**src/rtl/decode_tail_map.svh**
```systemverilog
`ifndef DECODE_TAIL_MAP_SVH
`define DECODE_TAIL_MAP_SVH
// Functional notes
// RL1: opcode 97 copies accumulator into index in 2 cycles, flags untouched.
// RL2: opcode 9F copies index into accumulator in 2 cycles, flags untouched.
// RL3: byte test subtracts zero; 3D/4D/5D/6D/7D take 4/3/3/5/4 cycles.
// RL4: opcode 8F takes 2 cycles, halts clock, clears interrupt mask.
// RL5: bit-test-branch fetches direct address byte, then signed branch offset.
// RL6: word-offset indexed fetches offset high then low, adds index.
// RL7: full-address mode fetches address high byte then low byte.
// RL8: byte-offset indexed fetches one unsigned offset byte, adds index.
// RL9: blank opcodes are flagged illegal and not executed.

// ---------------------------------------------------------------
// opcodes
// ---------------------------------------------------------------
`define OPC_COPY_A2X    8'h97
`define OPC_COPY_X2A    8'h9F
`define OPC_TEST_DIR    8'h3D
`define OPC_TEST_ACC    8'h4D
`define OPC_TEST_IDX    8'h5D
`define OPC_TEST_IX1    8'h6D
`define OPC_TEST_IX0    8'h7D
`define OPC_WAIT        8'h8F

// ---------------------------------------------------------------
// cycle counts, opcode byte counted as cycle one
// ---------------------------------------------------------------
`define CYC_COPY        4'h2
`define CYC_TEST_DIR    4'h4
`define CYC_TEST_REG    4'h3
`define CYC_TEST_IX1    4'h5
`define CYC_TEST_IX0    4'h4
`define CYC_WAIT        4'h2

// ---------------------------------------------------------------
// defined rows per opcode column, bit n = low nibble n
// ---------------------------------------------------------------
`define LEGAL_COL_FULL  16'hFFFF
`define LEGAL_COL_RMW   16'hB7D9
`define LEGAL_COL_INHA  16'hB7DD
`define LEGAL_COL_CTL8  16'hC00B
`define LEGAL_COL_CTL9  16'hBF80
`define LEGAL_COL_IMM   16'h6F7F

// ---------------------------------------------------------------
// reset values
// ---------------------------------------------------------------
`define RST_BYTE        8'h00
`define RST_WORD        16'h0000
`define RST_READY       1'b1
`endif

```
**src/rtl/cpu_decode_pkg.sv**
```systemverilog
package cpu_decode_pkg;
   typedef enum logic [4:0] {
      ST_IDLE  = 5'b00001,
      ST_OPND  = 5'b00010,
      ST_MEMRD = 5'b00100,
      ST_FIN   = 5'b01000,
      ST_HALT  = 5'b10000
   } state_t;

   typedef enum logic [2:0] {
      AM_NONE  = 3'h0,
      AM_DIR   = 3'h1,
      AM_FULL  = 3'h2,
      AM_IDX0  = 3'h3,
      AM_IDX8  = 3'h4,
      AM_IDX16 = 3'h5,
      AM_BITBR = 3'h6
   } addr_mode_t;
endpackage : cpu_decode_pkg

```
**src/rtl/operand_if.sv**
```systemverilog
`timescale 1ns/1ps
interface operand_if;
   logic        clear;
   logic        strobe;
   logic [7:0]  data;
   logic [15:0] word;
   logic [1:0]  count;
   modport asm_side (input clear, input strobe, input data, output word, output count);
   modport ctl_side (output clear, output strobe, output data, input word, input count);
endinterface : operand_if

```
**src/rtl/operand_assembler.sv**
```systemverilog
`timescale 1ns/1ps
`include "decode_tail_map.svh"
module operand_assembler (
   // clock and reset
   input  wire logic   clk,
   input  wire logic   rst_n,
   // operand bytes
   operand_if.asm_side bus
);
   logic [15:0] word_ff;
   logic [1:0]  count_ff;

   assign bus.word  = word_ff;
   assign bus.count = count_ff;

   // first byte lands high once the second arrives
   always_ff @(posedge clk) begin
      if (!rst_n || bus.clear) begin
         word_ff  <= `RST_WORD;
         count_ff <= 2'h0;
      end else if (bus.strobe) begin
         word_ff  <= {word_ff[7:0], bus.data}; // RL6 RL7 RL5
         count_ff <= count_ff + 2'h1;
      end
   end
endmodule : operand_assembler

```
**src/rtl/cpu_opcode_decode_tail.sv**
```systemverilog
`timescale 1ns/1ps
`include "decode_tail_map.svh"
module cpu_opcode_decode_tail (
   // clock and reset
   input  wire logic        clk,
   input  wire logic        rst_n,
   // instruction byte stream
   input  wire logic        fetchValid,
   input  wire logic [7:0]  fetchByte,
   output wire logic        fetchReady,
   // operand memory read
   output wire logic        memRd,
   output wire logic [15:0] memAddr,
   input  wire logic        memAck,
   input  wire logic [7:0]  memData,
   // register loads from the alu
   input  wire logic        accLoad,
   input  wire logic [7:0]  accIn,
   input  wire logic        idxLoad,
   input  wire logic [7:0]  idxIn,
   // wake from halt
   input  wire logic        wakeRequest,
   // core state and results
   output wire logic [7:0]  acc,
   output wire logic [7:0]  idx,
   output wire logic        instrDone,
   output wire logic        illegalOp,
   output wire logic        addrValid,
   output wire logic [15:0] effAddr,
   output wire logic [7:0]  branchOffset,
   output wire logic        flagWrite,
   output wire logic        negFlag,
   output wire logic        zeroFlag,
   output wire logic        intMaskClear,
   output wire logic        clockHalted
);
   // ---------------------------------------------------------------
   // state
   // ---------------------------------------------------------------
   localparam logic [255:0] LEGAL_MAP = {
      `LEGAL_COL_FULL, `LEGAL_COL_FULL, `LEGAL_COL_FULL, `LEGAL_COL_FULL,
      `LEGAL_COL_FULL, `LEGAL_COL_IMM,  `LEGAL_COL_CTL9, `LEGAL_COL_CTL8,
      `LEGAL_COL_RMW,  `LEGAL_COL_RMW,  `LEGAL_COL_RMW,  `LEGAL_COL_INHA,
      `LEGAL_COL_RMW,  `LEGAL_COL_FULL, `LEGAL_COL_FULL, `LEGAL_COL_FULL};

   cpu_decode_pkg::state_t     st_ff;
   cpu_decode_pkg::state_t     nxt_st;
   cpu_decode_pkg::addr_mode_t mode_ff;
   cpu_decode_pkg::addr_mode_t curMode;
   logic [7:0]  opc_ff;
   logic [7:0]  acc_ff;
   logic [7:0]  idx_ff;
   logic [7:0]  testVal_ff;
   logic [3:0]  cnt_ff;
   logic        gotData_ff;
   logic        fetchReady_ff;
   logic        memRd_ff;
   logic [15:0] memAddr_ff;
   logic        done_ff;
   logic        illegal_ff;
   logic        addrValid_ff;
   logic [15:0] effAddr_ff;
   logic [7:0]  branch_ff;
   logic        flagWrite_ff;
   logic        neg_ff;
   logic        zero_ff;
   logic        maskClr_ff;
   logic        halted_ff;

   operand_if opb ();
   operand_assembler u_asm (.clk(clk), .rst_n(rst_n), .bus(opb));

   // ---------------------------------------------------------------
   // decode
   // ---------------------------------------------------------------
   wire        inIdle    = st_ff == cpu_decode_pkg::ST_IDLE;
   wire        accept    = inIdle && fetchValid && fetchReady_ff;
   wire        isLegal   = LEGAL_MAP[fetchByte];
   wire        start     = accept && isLegal;
   wire        badOp     = accept && !isLegal; // RL9
   wire [7:0]  curOp     = inIdle ? fetchByte : opc_ff;
   wire [3:0]  col       = curOp[7:4];
   wire        oneByte   = col == 4'h1 || col == 4'h2 || col == 4'h3 || col == 4'h6
                        || col == 4'hA || col == 4'hB || col == 4'hE;
   wire        twoBytes  = col == 4'h0 || col == 4'hC || col == 4'hD;
   wire [1:0]  needBytes = twoBytes ? 2'h2 : (oneByte ? 2'h1 : 2'h0);
   wire        isTestMem = curOp == `OPC_TEST_DIR || curOp == `OPC_TEST_IX1
                        || curOp == `OPC_TEST_IX0;
   wire        isTestReg = curOp == `OPC_TEST_ACC || curOp == `OPC_TEST_IDX;
   wire        isA2X     = curOp == `OPC_COPY_A2X;
   wire        isX2A     = curOp == `OPC_COPY_X2A;
   wire        isWait    = curOp == `OPC_WAIT;

   assign curMode = (col == 4'h0) ? cpu_decode_pkg::AM_BITBR :
                    (col == 4'h1 || col == 4'h3 || col == 4'hB) ? cpu_decode_pkg::AM_DIR :
                    (col == 4'hC) ? cpu_decode_pkg::AM_FULL :
                    (col == 4'hD) ? cpu_decode_pkg::AM_IDX16 :
                    (col == 4'h6 || col == 4'hE) ? cpu_decode_pkg::AM_IDX8 :
                    (col == 4'h7 || col == 4'hF) ? cpu_decode_pkg::AM_IDX0 :
                    cpu_decode_pkg::AM_NONE;

   // other opcodes carry no cycle figure here: they end once operands are in
   wire [3:0]  target = (isA2X || isX2A)           ? `CYC_COPY :
                        (curOp == `OPC_TEST_DIR)   ? `CYC_TEST_DIR :
                        isTestReg                  ? `CYC_TEST_REG :
                        (curOp == `OPC_TEST_IX1)   ? `CYC_TEST_IX1 :
                        (curOp == `OPC_TEST_IX0)   ? `CYC_TEST_IX0 :
                        isWait                     ? `CYC_WAIT : 4'h0; // RL1 RL2 RL3 RL4
   wire [3:0]  tgtLast = (target == 4'h0) ? 4'h0 : target - 4'h1;

   // ---------------------------------------------------------------
   // operand bytes and address forming
   // ---------------------------------------------------------------
   wire        byteTake = st_ff == cpu_decode_pkg::ST_OPND && fetchValid && fetchReady_ff;
   wire [1:0]  cntNext  = opb.count + 2'h1;
   wire        lastByte = byteTake && cntNext == needBytes;
   // bypass lets the read go out on the edge that takes the last byte
   wire [7:0]  lowByte  = byteTake ? fetchByte : opb.word[7:0];
   wire [15:0] twoByte  = byteTake ? {opb.word[7:0], fetchByte} : opb.word;
   wire [15:0] idxWide  = {8'h00, idx_ff};
   wire [15:0] addrDir  = {8'h00, lowByte};
   wire [15:0] addrBit  = {8'h00, twoByte[15:8]};                      // RL5
   wire [15:0] addrIdx8 = addrDir + idxWide;                           // RL8
   wire [15:0] addrIdx16 = twoByte + idxWide;                          // RL6
   wire [15:0] addrNow  =
      (curMode == cpu_decode_pkg::AM_BITBR) ? addrBit :
      (curMode == cpu_decode_pkg::AM_DIR)   ? addrDir :
      (curMode == cpu_decode_pkg::AM_FULL)  ? twoByte :                // RL7
      (curMode == cpu_decode_pkg::AM_IDX8)  ? addrIdx8 :
      (curMode == cpu_decode_pkg::AM_IDX16) ? addrIdx16 :
      (curMode == cpu_decode_pkg::AM_IDX0)  ? idxWide : `RST_WORD;

   assign opb.clear  = start;
   assign opb.strobe = byteTake;
   assign opb.data   = fetchByte;

   // ---------------------------------------------------------------
   // completion and test result
   // ---------------------------------------------------------------
   wire        inMem    = st_ff == cpu_decode_pkg::ST_MEMRD;
   wire        inFin    = st_ff == cpu_decode_pkg::ST_FIN;
   wire        dataOk   = inFin || gotData_ff || memAck;
   wire        finish   = (inFin || inMem) && cnt_ff >= tgtLast && dataOk;
   wire [7:0]  memByte  = gotData_ff ? testVal_ff : memData;
   wire [7:0]  testSrc  = (curOp == `OPC_TEST_ACC) ? acc_ff :
                          (curOp == `OPC_TEST_IDX) ? idx_ff : memByte;
   wire [7:0]  testDiff = testSrc - 8'h00;                             // RL3
   cpu_decode_pkg::state_t afterBytes;
   assign afterBytes = isTestMem ? cpu_decode_pkg::ST_MEMRD : cpu_decode_pkg::ST_FIN;

   always_comb begin
      nxt_st = st_ff;
      case (st_ff)
         cpu_decode_pkg::ST_IDLE: begin
            if (start) begin
               nxt_st = (needBytes != 2'h0) ? cpu_decode_pkg::ST_OPND : afterBytes;
            end
         end
         cpu_decode_pkg::ST_OPND: begin
            if (lastByte) begin
               nxt_st = afterBytes;
            end
         end
         cpu_decode_pkg::ST_MEMRD, cpu_decode_pkg::ST_FIN: begin
            if (finish) begin
               nxt_st = isWait ? cpu_decode_pkg::ST_HALT : cpu_decode_pkg::ST_IDLE; // RL4
            end
         end
         cpu_decode_pkg::ST_HALT: begin
            if (wakeRequest) begin
               nxt_st = cpu_decode_pkg::ST_IDLE;
            end
         end
         default: nxt_st = cpu_decode_pkg::ST_IDLE;
      endcase
   end

   wire        nxtReady = nxt_st == cpu_decode_pkg::ST_IDLE || nxt_st == cpu_decode_pkg::ST_OPND;
   wire        issueRd  = nxt_st == cpu_decode_pkg::ST_MEMRD && !inMem;
   wire        busyCnt  = !inIdle && st_ff != cpu_decode_pkg::ST_HALT && cnt_ff != 4'hF;

   // ---------------------------------------------------------------
   // sequencing
   // ---------------------------------------------------------------
   always_ff @(posedge clk) begin
      if (!rst_n) begin
         st_ff         <= cpu_decode_pkg::ST_IDLE;
         opc_ff        <= `RST_BYTE;
         cnt_ff        <= 4'h0;
         fetchReady_ff <= `RST_READY;
      end else begin
         st_ff         <= nxt_st;
         opc_ff        <= start ? fetchByte : opc_ff;
         cnt_ff        <= start ? 4'h1 : (busyCnt ? cnt_ff + 4'h1 : cnt_ff);
         fetchReady_ff <= nxtReady;
      end
   end

   always_ff @(posedge clk) begin
      if (!rst_n) begin
         memRd_ff   <= 1'b0;
         memAddr_ff <= `RST_WORD;
         gotData_ff <= 1'b0;
         testVal_ff <= `RST_BYTE;
      end else begin
         memRd_ff   <= issueRd;
         memAddr_ff <= issueRd ? addrNow : memAddr_ff;
         gotData_ff <= inMem && !finish && (gotData_ff || memAck);
         testVal_ff <= (inMem && memAck) ? memData : testVal_ff;
      end
   end

   // ---------------------------------------------------------------
   // results
   // ---------------------------------------------------------------
   always_ff @(posedge clk) begin
      if (!rst_n) begin
         done_ff      <= 1'b0;
         illegal_ff   <= 1'b0;
         addrValid_ff <= 1'b0;
         effAddr_ff   <= `RST_WORD;
         branch_ff    <= `RST_BYTE;
         mode_ff      <= cpu_decode_pkg::AM_NONE;
         flagWrite_ff <= 1'b0;
         neg_ff       <= 1'b0;
         zero_ff      <= 1'b0;
         maskClr_ff   <= 1'b0;
         halted_ff    <= 1'b0;
      end else begin
         done_ff      <= finish;
         illegal_ff   <= badOp;                                        // RL9
         addrValid_ff <= finish && curMode != cpu_decode_pkg::AM_NONE;
         effAddr_ff   <= finish ? addrNow : effAddr_ff;
         branch_ff    <= (finish && curMode == cpu_decode_pkg::AM_BITBR) ? opb.word[7:0] : branch_ff;
         mode_ff      <= finish ? curMode : mode_ff;
         flagWrite_ff <= finish && (isTestMem || isTestReg);           // RL3
         neg_ff       <= (finish && (isTestMem || isTestReg)) ? testDiff[7] : neg_ff;
         zero_ff      <= (finish && (isTestMem || isTestReg)) ? testDiff == 8'h00 : zero_ff;
         maskClr_ff   <= finish && isWait;                             // RL4
         halted_ff    <= nxt_st == cpu_decode_pkg::ST_HALT;            // RL4
      end
   end

   // copies win over alu loads; both never land in one cycle in practice
   always_ff @(posedge clk) begin
      if (!rst_n) begin
         acc_ff <= `RST_BYTE;
         idx_ff <= `RST_BYTE;
      end else begin
         acc_ff <= (finish && isX2A) ? idx_ff : (accLoad ? accIn : acc_ff); // RL2
         idx_ff <= (finish && isA2X) ? acc_ff : (idxLoad ? idxIn : idx_ff); // RL1
      end
   end

   assign fetchReady   = fetchReady_ff;
   assign memRd        = memRd_ff;
   assign memAddr      = memAddr_ff;
   assign acc          = acc_ff;
   assign idx          = idx_ff;
   assign instrDone    = done_ff;
   assign illegalOp    = illegal_ff;
   assign addrValid    = addrValid_ff;
   assign effAddr      = effAddr_ff;
   assign branchOffset = branch_ff;
   assign flagWrite    = flagWrite_ff;
   assign negFlag      = neg_ff;
   assign zeroFlag     = zero_ff;
   assign intMaskClear = maskClr_ff;
   assign clockHalted  = halted_ff;
endmodule : cpu_opcode_decode_tail

```
**config.mk**
```make
export PLATFORM = sky130hd
export DESIGN_NAME = cpu_opcode_decode_tail
export DESIGN_NICKNAME = d
export VERILOG_FILES = /design/src/rtl/cpu_decode_pkg.sv /design/src/rtl/operand_if.sv /design/src/rtl/operand_assembler.sv /design/src/rtl/cpu_opcode_decode_tail.sv
export VERILOG_INCLUDE_DIRS = /design/src /design/src/rtl
export SDC_FILE = /design/constraint.sdc
export NUM_CORES = 1
export LEC_CHECK = 0
export ABC_CLOCK_PERIOD_IN_PS = 7750
export BUFFER_PORTS_ARGS = -buffer_cell sky130_fd_sc_hd__buf_2
export CAP_MARGIN = 0
export CELL_PAD_IN_SITES_DETAIL_PLACEMENT = 2
export CELL_PAD_IN_SITES_GLOBAL_PLACEMENT = 2
export CORE_MARGIN = 5
export CORE_UTILIZATION = 37
export DETAILED_ROUTE_END_ITERATION = 8
export GPL_TIMING_DRIVEN = 0
export HOLD_SLACK_MARGIN = 0.15
export PLACE_DENSITY_LB_ADDON = 0.1
export SYNTH_ARGS = -nofsm -noshare
export SYNTH_HDL_FRONTEND = slang
export SYNTH_SLANG_ARGS = --single-unit
```
**constraint.sdc**
```tcl
create_clock -name clk -period 7.75 [get_ports clk]
set_clock_uncertainty 0.15 [all_clocks]
set_input_delay 1.1625 -clock clk [delete_from_list [all_inputs] [get_ports clk]]
set_output_delay 1.1625 -clock clk [all_outputs]
set_load 0.005 [all_outputs]
```
Word level (Yosys, flattened, before mapping)
Memories as Yosys holds them, arrays and structs flattened.
Index checks and enable logic that the tools add are counted.
{ "classes": {"n_lt_le_gt_ge": 2, "eq_ne": 37, "n_addsub": 5, "muxes": 42, "bitwise_logic": 1, "reduce_logical": 59} }
{ "ops": {"columns": ["cell", "n"], "rows": [
  ["2-to-1 mux 16 bit", 6],
  ["2-to-1 mux 8 bit", 10],
  ["equality test 8 x 7 -> 1 bit, second input constant", 4],
  ["2-to-1 mux 3 bit", 10],
  ["2-to-1 mux 5 bit", 5],
  ["equality test 4 bit, second input constant", 6],
  ["equality test 8 bit, second input constant", 3],
  ["logical OR 1 bit", 23],
  ["logical AND 1 bit", 21],
  ["case mux 5 bit (4 select lines)", 1],
  ["adder 16 x 8 -> 16 bit", 1],
  ["2-to-1 mux 4 bit", 3],
  ["equality test 5 x 1 -> 1 bit, second input constant", 2],
  ["equality test 5 x 2 -> 1 bit, second input constant", 2],
  ["equality test 5 x 3 -> 1 bit, second input constant", 2],
  ["equality test 5 bit, second input constant", 2],
  ["adder 8 x 8 -> 9 bit", 1],
  ["equality test 3 bit, second input constant", 3],
  ["< comparator 8 x 9 -> 1 bit, second input constant", 1],
  ["equality test 4 x 2 -> 1 bit, second input constant", 2],
  ["equality test 4 x 3 -> 1 bit, second input constant", 2],
  ["equality test 8 x 6 -> 1 bit, second input constant", 1],
  ["zero test 4 bit", 2],
  ["zero test 8 bit", 1],
  ["other kinds (18)", 32]
]} }
{ "word_totals": {"in_bits": 39, "wordCells": 170, "romBits": 256, "n_memories": 1, "reg_bits": 110, "output_inout_bits": 66} }
{ "mem_list": {"columns": ["memory", "depth", "width", "rd", "rd_clocked_by_memory_dff", "wr", "line_no", "rtl"], "rows": [
  ["(name not given)", 256, 1, 1, 0, 0, "cpu_opcode_decode_tail.sv:78", "wire isLegal = LEGAL_MAP[fetchByte];"]
]} }

Longest topological paths before layout
{ "depth": {"ltp_word": 18, "ltp_mapped": 20, "depth_no_buf": 16} }

Modules after synthesis
Synthesis repeated with hierarchy kept, for this count alone.
{ "unflattened": {"cells_unflattened": 730, "area_unflattened_um2": 6272.3} }
{ "modules_own_cells": {"columns": ["mod", "area_each_um2", "seq_area_each_um2", "cells_each", "instances"], "rows": [
  ["cpu_opcode_decode_tail", 5592.9, 1841.8, 670, 1],
  ["operand_assembler", 679.4, 360.3, 60, 1]
]} }

Worst setup path after synthesis
No wires, ideal clock.
{ "synth_timing": {"kind": "input-to-reg", "start": "input fetchByte[4]", "end": "register acc_ff[6] (netlist: acc[6])", "setup_ns": 0.086, "arrival_time_ns": 4.222, "setup_slack_ns": 3.292, "cell_stages": 18, "path_buffers": 3, "required_time_ns": 7.514, "path_cell_list": "buf_2 clkbuf_1 nor2_1 a41o_1 nand3_1 inv_1 nor3_1 ha_1 a21boi_0 ha_1 nand2b_1 a21oi_1 nor2b_1 o31a_1 nand3_1 buf_2 nor2_1 a211oi_1"} }
{ "synth_between": {"elab_chain_len": 15, "word_cells_on_any_way": 26, "cone_classes": "add/sub: 1; order compare: 1; eq/ne: 8; mux: 9; reduce/logical: 7"} }
{ "synth_lines": {"columns": ["element", "line_no", "rtl"], "rows": [
  ["from (decl)", "cpu_opcode_decode_tail.sv:9", "input wire logic [7:0] fetchByte,"],
  ["2-to-1 mux 8 bit (*)", "cpu_opcode_decode_tail.sv:81", "wire [7:0] curOp = inIdle ? fetchByte : opc_ff;"],
  ["equality test 8 bit (no line)", null, null],
  ["2-to-1 mux 2 bit", "cpu_opcode_decode_tail.sv:108", "isWait ? `CYC_WAIT : 4'h0;"],
  ["2-to-1 mux 3 bit", "cpu_opcode_decode_tail.sv:107", "(curOp == `OPC_TEST_IX0) ? `CYC_TEST_IX0 :"],
  ["2-to-1 mux 3 bit", "cpu_opcode_decode_tail.sv:106", "(curOp == `OPC_TEST_IX1) ? `CYC_TEST_IX1 :"],
  ["2-to-1 mux 3 bit", "cpu_opcode_decode_tail.sv:105", "isTestReg ? `CYC_TEST_REG :"],
  ["2-to-1 mux 3 bit", "cpu_opcode_decode_tail.sv:104", "(curOp == `OPC_TEST_DIR) ? `CYC_TEST_DIR :"],
  ["2-to-1 mux 3 bit", "cpu_opcode_decode_tail.sv:103", "wire [3:0] target = (isA2X || isX2A) ? `CYC_COPY :"],
  ["subtractor 3 x 1 -> 4 bit or zero test 4 bit (tied branches)", "cpu_opcode_decode_tail.sv:109", "wire [3:0] tgtLast = (target == 4'h0) ? 4'h0 : target - 4'h1;"],
  ["2-to-1 mux 4 bit", "cpu_opcode_decode_tail.sv:109", null],
  [">= comparator 4 bit", "cpu_opcode_decode_tail.sv:143", "wire finish = (inFin || inMem) && cnt_ff >= tgtLast && dataOk;"],
  ["logical AND 1 bit (2 in a row)", "cpu_opcode_decode_tail.sv:143", null],
  ["logical AND 1 bit (*)", "cpu_opcode_decode_tail.sv:250", "acc_ff <= (finish && isX2A) ? idx_ff : (accLoad ? accIn : acc_ff);"],
  ["2-to-1 mux 8 bit or nonzero test 2 bit (tied branches)", null, null],
  ["to (signal assigned)", "cpu_opcode_decode_tail.sv:247", "acc_ff <= `RST_BYTE;"],
  ["to (signal assigned)", "cpu_opcode_decode_tail.sv:250", null],
  ["to (decl)", "cpu_opcode_decode_tail.sv:51", "logic [7:0] acc_ff;"]
]} }
Mark *: on every way between the ends. The rest lies on a longest branch, timed or not.
A chain may end at the register's enable or synchronous reset.

Worst setup path in the final report
{ "layout_timing": {"start": "input fetchByte[3]", "end": "register addrValid_ff (netlist: addrValid)"} }
{ "layout_between": {"elab_chain_len": 14, "word_cells_on_any_way": 24, "cone_classes": "add/sub: 1; order compare: 1; eq/ne: 8; mux: 8; reduce/logical: 6"} }
{ "layout_lines": {"columns": ["element", "line_no", "rtl"], "rows": [
  ["2-to-1 mux 8 bit (*)", "cpu_opcode_decode_tail.sv:81", null],
  ["equality test 8 bit (no line)", null, null],
  ["2-to-1 mux 2 bit", "cpu_opcode_decode_tail.sv:108", null],
  ["2-to-1 mux 3 bit", "cpu_opcode_decode_tail.sv:107", null],
  ["2-to-1 mux 3 bit", "cpu_opcode_decode_tail.sv:106", null],
  ["2-to-1 mux 3 bit", "cpu_opcode_decode_tail.sv:105", null],
  ["2-to-1 mux 3 bit", "cpu_opcode_decode_tail.sv:104", null],
  ["2-to-1 mux 3 bit (*)", "cpu_opcode_decode_tail.sv:103", null],
  ["subtractor 3 x 1 -> 4 bit or zero test 4 bit (tied branches)", "cpu_opcode_decode_tail.sv:109", null],
  ["2-to-1 mux 4 bit (*)", "cpu_opcode_decode_tail.sv:109", null],
  [">= comparator 4 bit (*)", "cpu_opcode_decode_tail.sv:143", null],
  ["logical AND 1 bit (*) (2 in a row)", "cpu_opcode_decode_tail.sv:143", null],
  ["logical AND 1 bit (*)", "cpu_opcode_decode_tail.sv:232", "addrValid_ff <= finish && curMode != cpu_decode_pkg::AM_NONE;"],
  ["to (signal assigned)", "cpu_opcode_decode_tail.sv:232", null],
  ["to (decl)", "cpu_opcode_decode_tail.sv:61", "logic addrValid_ff;"]
]} }
Marked as above.

==> impl_metrics.toml <==
[route]
vias_per_cell = 5.69
wire_per_inst_um = 22.9
vias = 6001
route.detailed.drc = 0
wl_um = 24100
drtAntennaViolNets = 0
firstDrtPassIters = 4
drt_iter0_drc = 266

[synthesis]
syn_nets = 778
ys_seq_area_share_pct = 35.4
ys_warn_count = 0
yosysTopAreaCell = "dfxtp_1"
synth.top_cell.area_share_pct = 35.4
dominantRegCellSynth = "dfxtp_1"
syn_area_um2 = 6220
ys_ff_latch = 110
yosysMostFrequentCell = "dfxtp_1"
netlist_top_cells_count = "dfxtp_1, nor2_1, mux2i_1, nand2_1, a21oi_1"
synth_edf_count = 0
synthCells = 719
yosys-top-cells-area = "dfxtp_1, mux2i_1, nor2_1, ha_1, a21oi_1"
yosysUniqueCellTypes = 83
async_reset_ff_share_pct = 0
syn_avg_cell_area_um2 = 8.65

[die]
start_util_pct = 37.6
core_um2 = 16500
die_area_um2 = 19500
num_rows = 47
io_pins = 105
die_w_um = 140
die_y_um = 140

[cts]
clock_path_buffers = 2
cts.clk_slew.worst_paths_ns = 0.08
cts_setup_buffers = 0
worstSkewPairLatency_ns = 0.37
hold_buffers = 0
htree_levels = 3
cts_tree = "built"
numCtsBuffers = 9
cts_root_buf = "clkbuf_16"
cts_sinks = 110
cts-resized-gates = 0

[timing]
fin_crit_sh_pct = 72.4
finalSetupViolCount = 0
hold_violations = 0
worst_pin_slew_ns = 1.45
rsz0062_at_grt = "false"
max_freq_mhz = 178
relSlewSlack_pct = 2.62
final-max-slew-violation-count = 0
final.min_clock_period_ns = 5.61
fin_tns_setup_ns = 0

[worst_setup_path]
crit_chain = "buf_2 > clkbuf_1 > and4b_1 > nand3_1 > o41ai_2 > and4_1 > nor3_1 > ha_1 > a21boi_0 > nand3_1 > ha_1 > nor2_1 > a211oi_1 > o31a_1 > clkbuf_1 > clkbuf_1 > nand2_1 > a21oi_1"
cp.arrival_ns = 5.74
cp_slowest_cell = "clkbuf_1"
startpoint_type = "input port"
crit_type = "in -> reg"
endpoint_kind = "flip-flop"
cpPeakStageDelay_ns = 0.46
required_ns = 7.89
cpMostUsedCell = "clkbuf_1"
path_max_fanout = 10

[global_routing]
grt_pass1_vias = 6588
grt_pass1_wl_um = 37800
grtUsageTotal_pct = 24.6
antenna_found_initial = 0
grt_overflow = 0
grt_max_degree = 20

[finish]
register_area_um2 = 2200
design_area_um2 = 7270
num-nets-final = 888
multi_input_area_um2 = 3720
nFillCells = 1870
antennaDiodeCount = 0
drive_gt1_share_pct = 20.1
area_growth_pct = 16.9

[placed_design]
post_dp_cell_area_um2 = 6990
portBuffers = 99
gp_congestion = 0.889
dp_hpwl_um = 18900

[power]
ir_drop_mv = 0.125
power_density_nw_per_um2 = 236
p_leak_nw = 3.14

[run_status]
outcome = "complete, no violations"

[job]
max_cap_viol_count = 0

[worst_hold_path]
worst_hold_path_type = "reg -> reg"
## power breakdown
part           switching [mW]  internal [mW]  total [mW]
clock                   0.240          0.225       0.464
sequential             0.0282          0.592       0.620
combinational           0.407          0.222       0.629
## cell usage in the layout, fill, tap and decap left out, types with 17 or more instances in the layout
| cell | instances |
|---|---|
| nand2_1 | 49 |
| nand3_1 | 27 |
| mux2i_1 | 67 |
| a211oi_1 | 24 |
| ha_1 | 19 |
| buf_2 | 113 |
| a21oi_1 | 39 |
| nor2_1 | 83 |
| inv_1 | 19 |
| nor2b_1 | 17 |
| clkbuf_1 | 25 |
| o21ai_0 | 28 |
| dfxtp_1 | 110 |
## area by class of cell
cell class | count | share of cell area, %
multi-input cells | 544 | 51.2
flip-flops and latches | 110 | 30.3
repair buffers | 99 | 6.81
well taps | 220 | 3.79
clock buffers | 10 | 3.15
plain buffers | 45 | 2.98
inverters | 20 | 1.03
clock inverters | 6 | 0.723
## state kept, by name, summed over array words and instances, names as in the netlist, 2 cells and up
| register | cells |
|---|---|
| st_ff | 5 |
| cnt_ff | 4 |
| effAddr | 16 |
| opc_ff | 8 |
| testVal_ff | 8 |
| idx | 8 |
| u_asm.bus.count | 2 |
| u_asm.bus.word | 16 |
| memAddr | 16 |
| acc | 8 |
| branchOffset | 8 |
## per-stage QoR
stage / hold slack, ns / setup slack, ns / utilization (%) / power, mW / std cells
after global placement: 0.294 / 1.93 / 42.3 / 1.23 / 1038
after floorplan: 0.298 / 3.29 / - / 1.05 / 719
after detailed placement: 0.303 / 1.76 / 42.3 / 1.25 / 1038
final: 0.311 / 2.14 / 44.0 / 1.71 / 1054
after CTS: 0.314 / 2.12 / 44.0 / 1.72 / 1054
after global routing: 0.338 / 1.81 / 44.0 / 1.80 / 1054
## per-layer routing
| metal | global-route usage, % | routed length, µm | up-vias |
|---|---|---|---|
| li1 | - | - | 2835 |
| met1 | 30.9 | 10600 | 3009 |
| met2 | 43.0 | 12000 | 123 |
| met3 | 4.43 | 1040 | 34 |
| met4 | 7.34 | 496 | 0 |
| met5 | 0 | 0 | - |
## cell families (layout without fill, tap and decap cells)
kind of cell | count (synthesis) | after routing | share of synthesized area (%)
adder cells (fa/ha/maj) | 20 | 20 | 4.14
XOR/XNOR | 14 | 14 | 1.97
flip-flops | 110 | 110 | 35.4
AND/OR/NAND/NOR | 267 | 267 | 22.7
multiplexers | 78 | 78 | 12.8
AO/OA/AOI/OAI | 165 | 165 | 18.2
buffers and inverters | 65 | 180 | 4.69
## critical path: cells and delay by family
kind                     cells  cell delay (ns)
AO/OA/AOI/OAI                5             1.31
adder cells (fa/ha/maj)      2             0.57
buffers and inverters        4             1.40
AND/OR/NAND/NOR              7             1.29
## worst paths after layout
path | start | end | slack [ns] | depth (start not counted)
worst max register to register | st_ff[2]$_SDFF_PN0_ | addrValid$_SDFF_PN0_ | 2.38 | 19
worst min-delay path | branchOffset[1]$_SDFFE_PN0P_ | branchOffset[1]$_SDFFE_PN0P_ | 0.31 | 2
worst max-delay path | fetchByte[3] | addrValid$_SDFF_PN0_ | 2.14 | 18
worst min register to register | branchOffset[1]$_SDFFE_PN0P_ | branchOffset[1]$_SDFFE_PN0P_ | 0.31 | 2
Power figures use the tool's default switching activity.
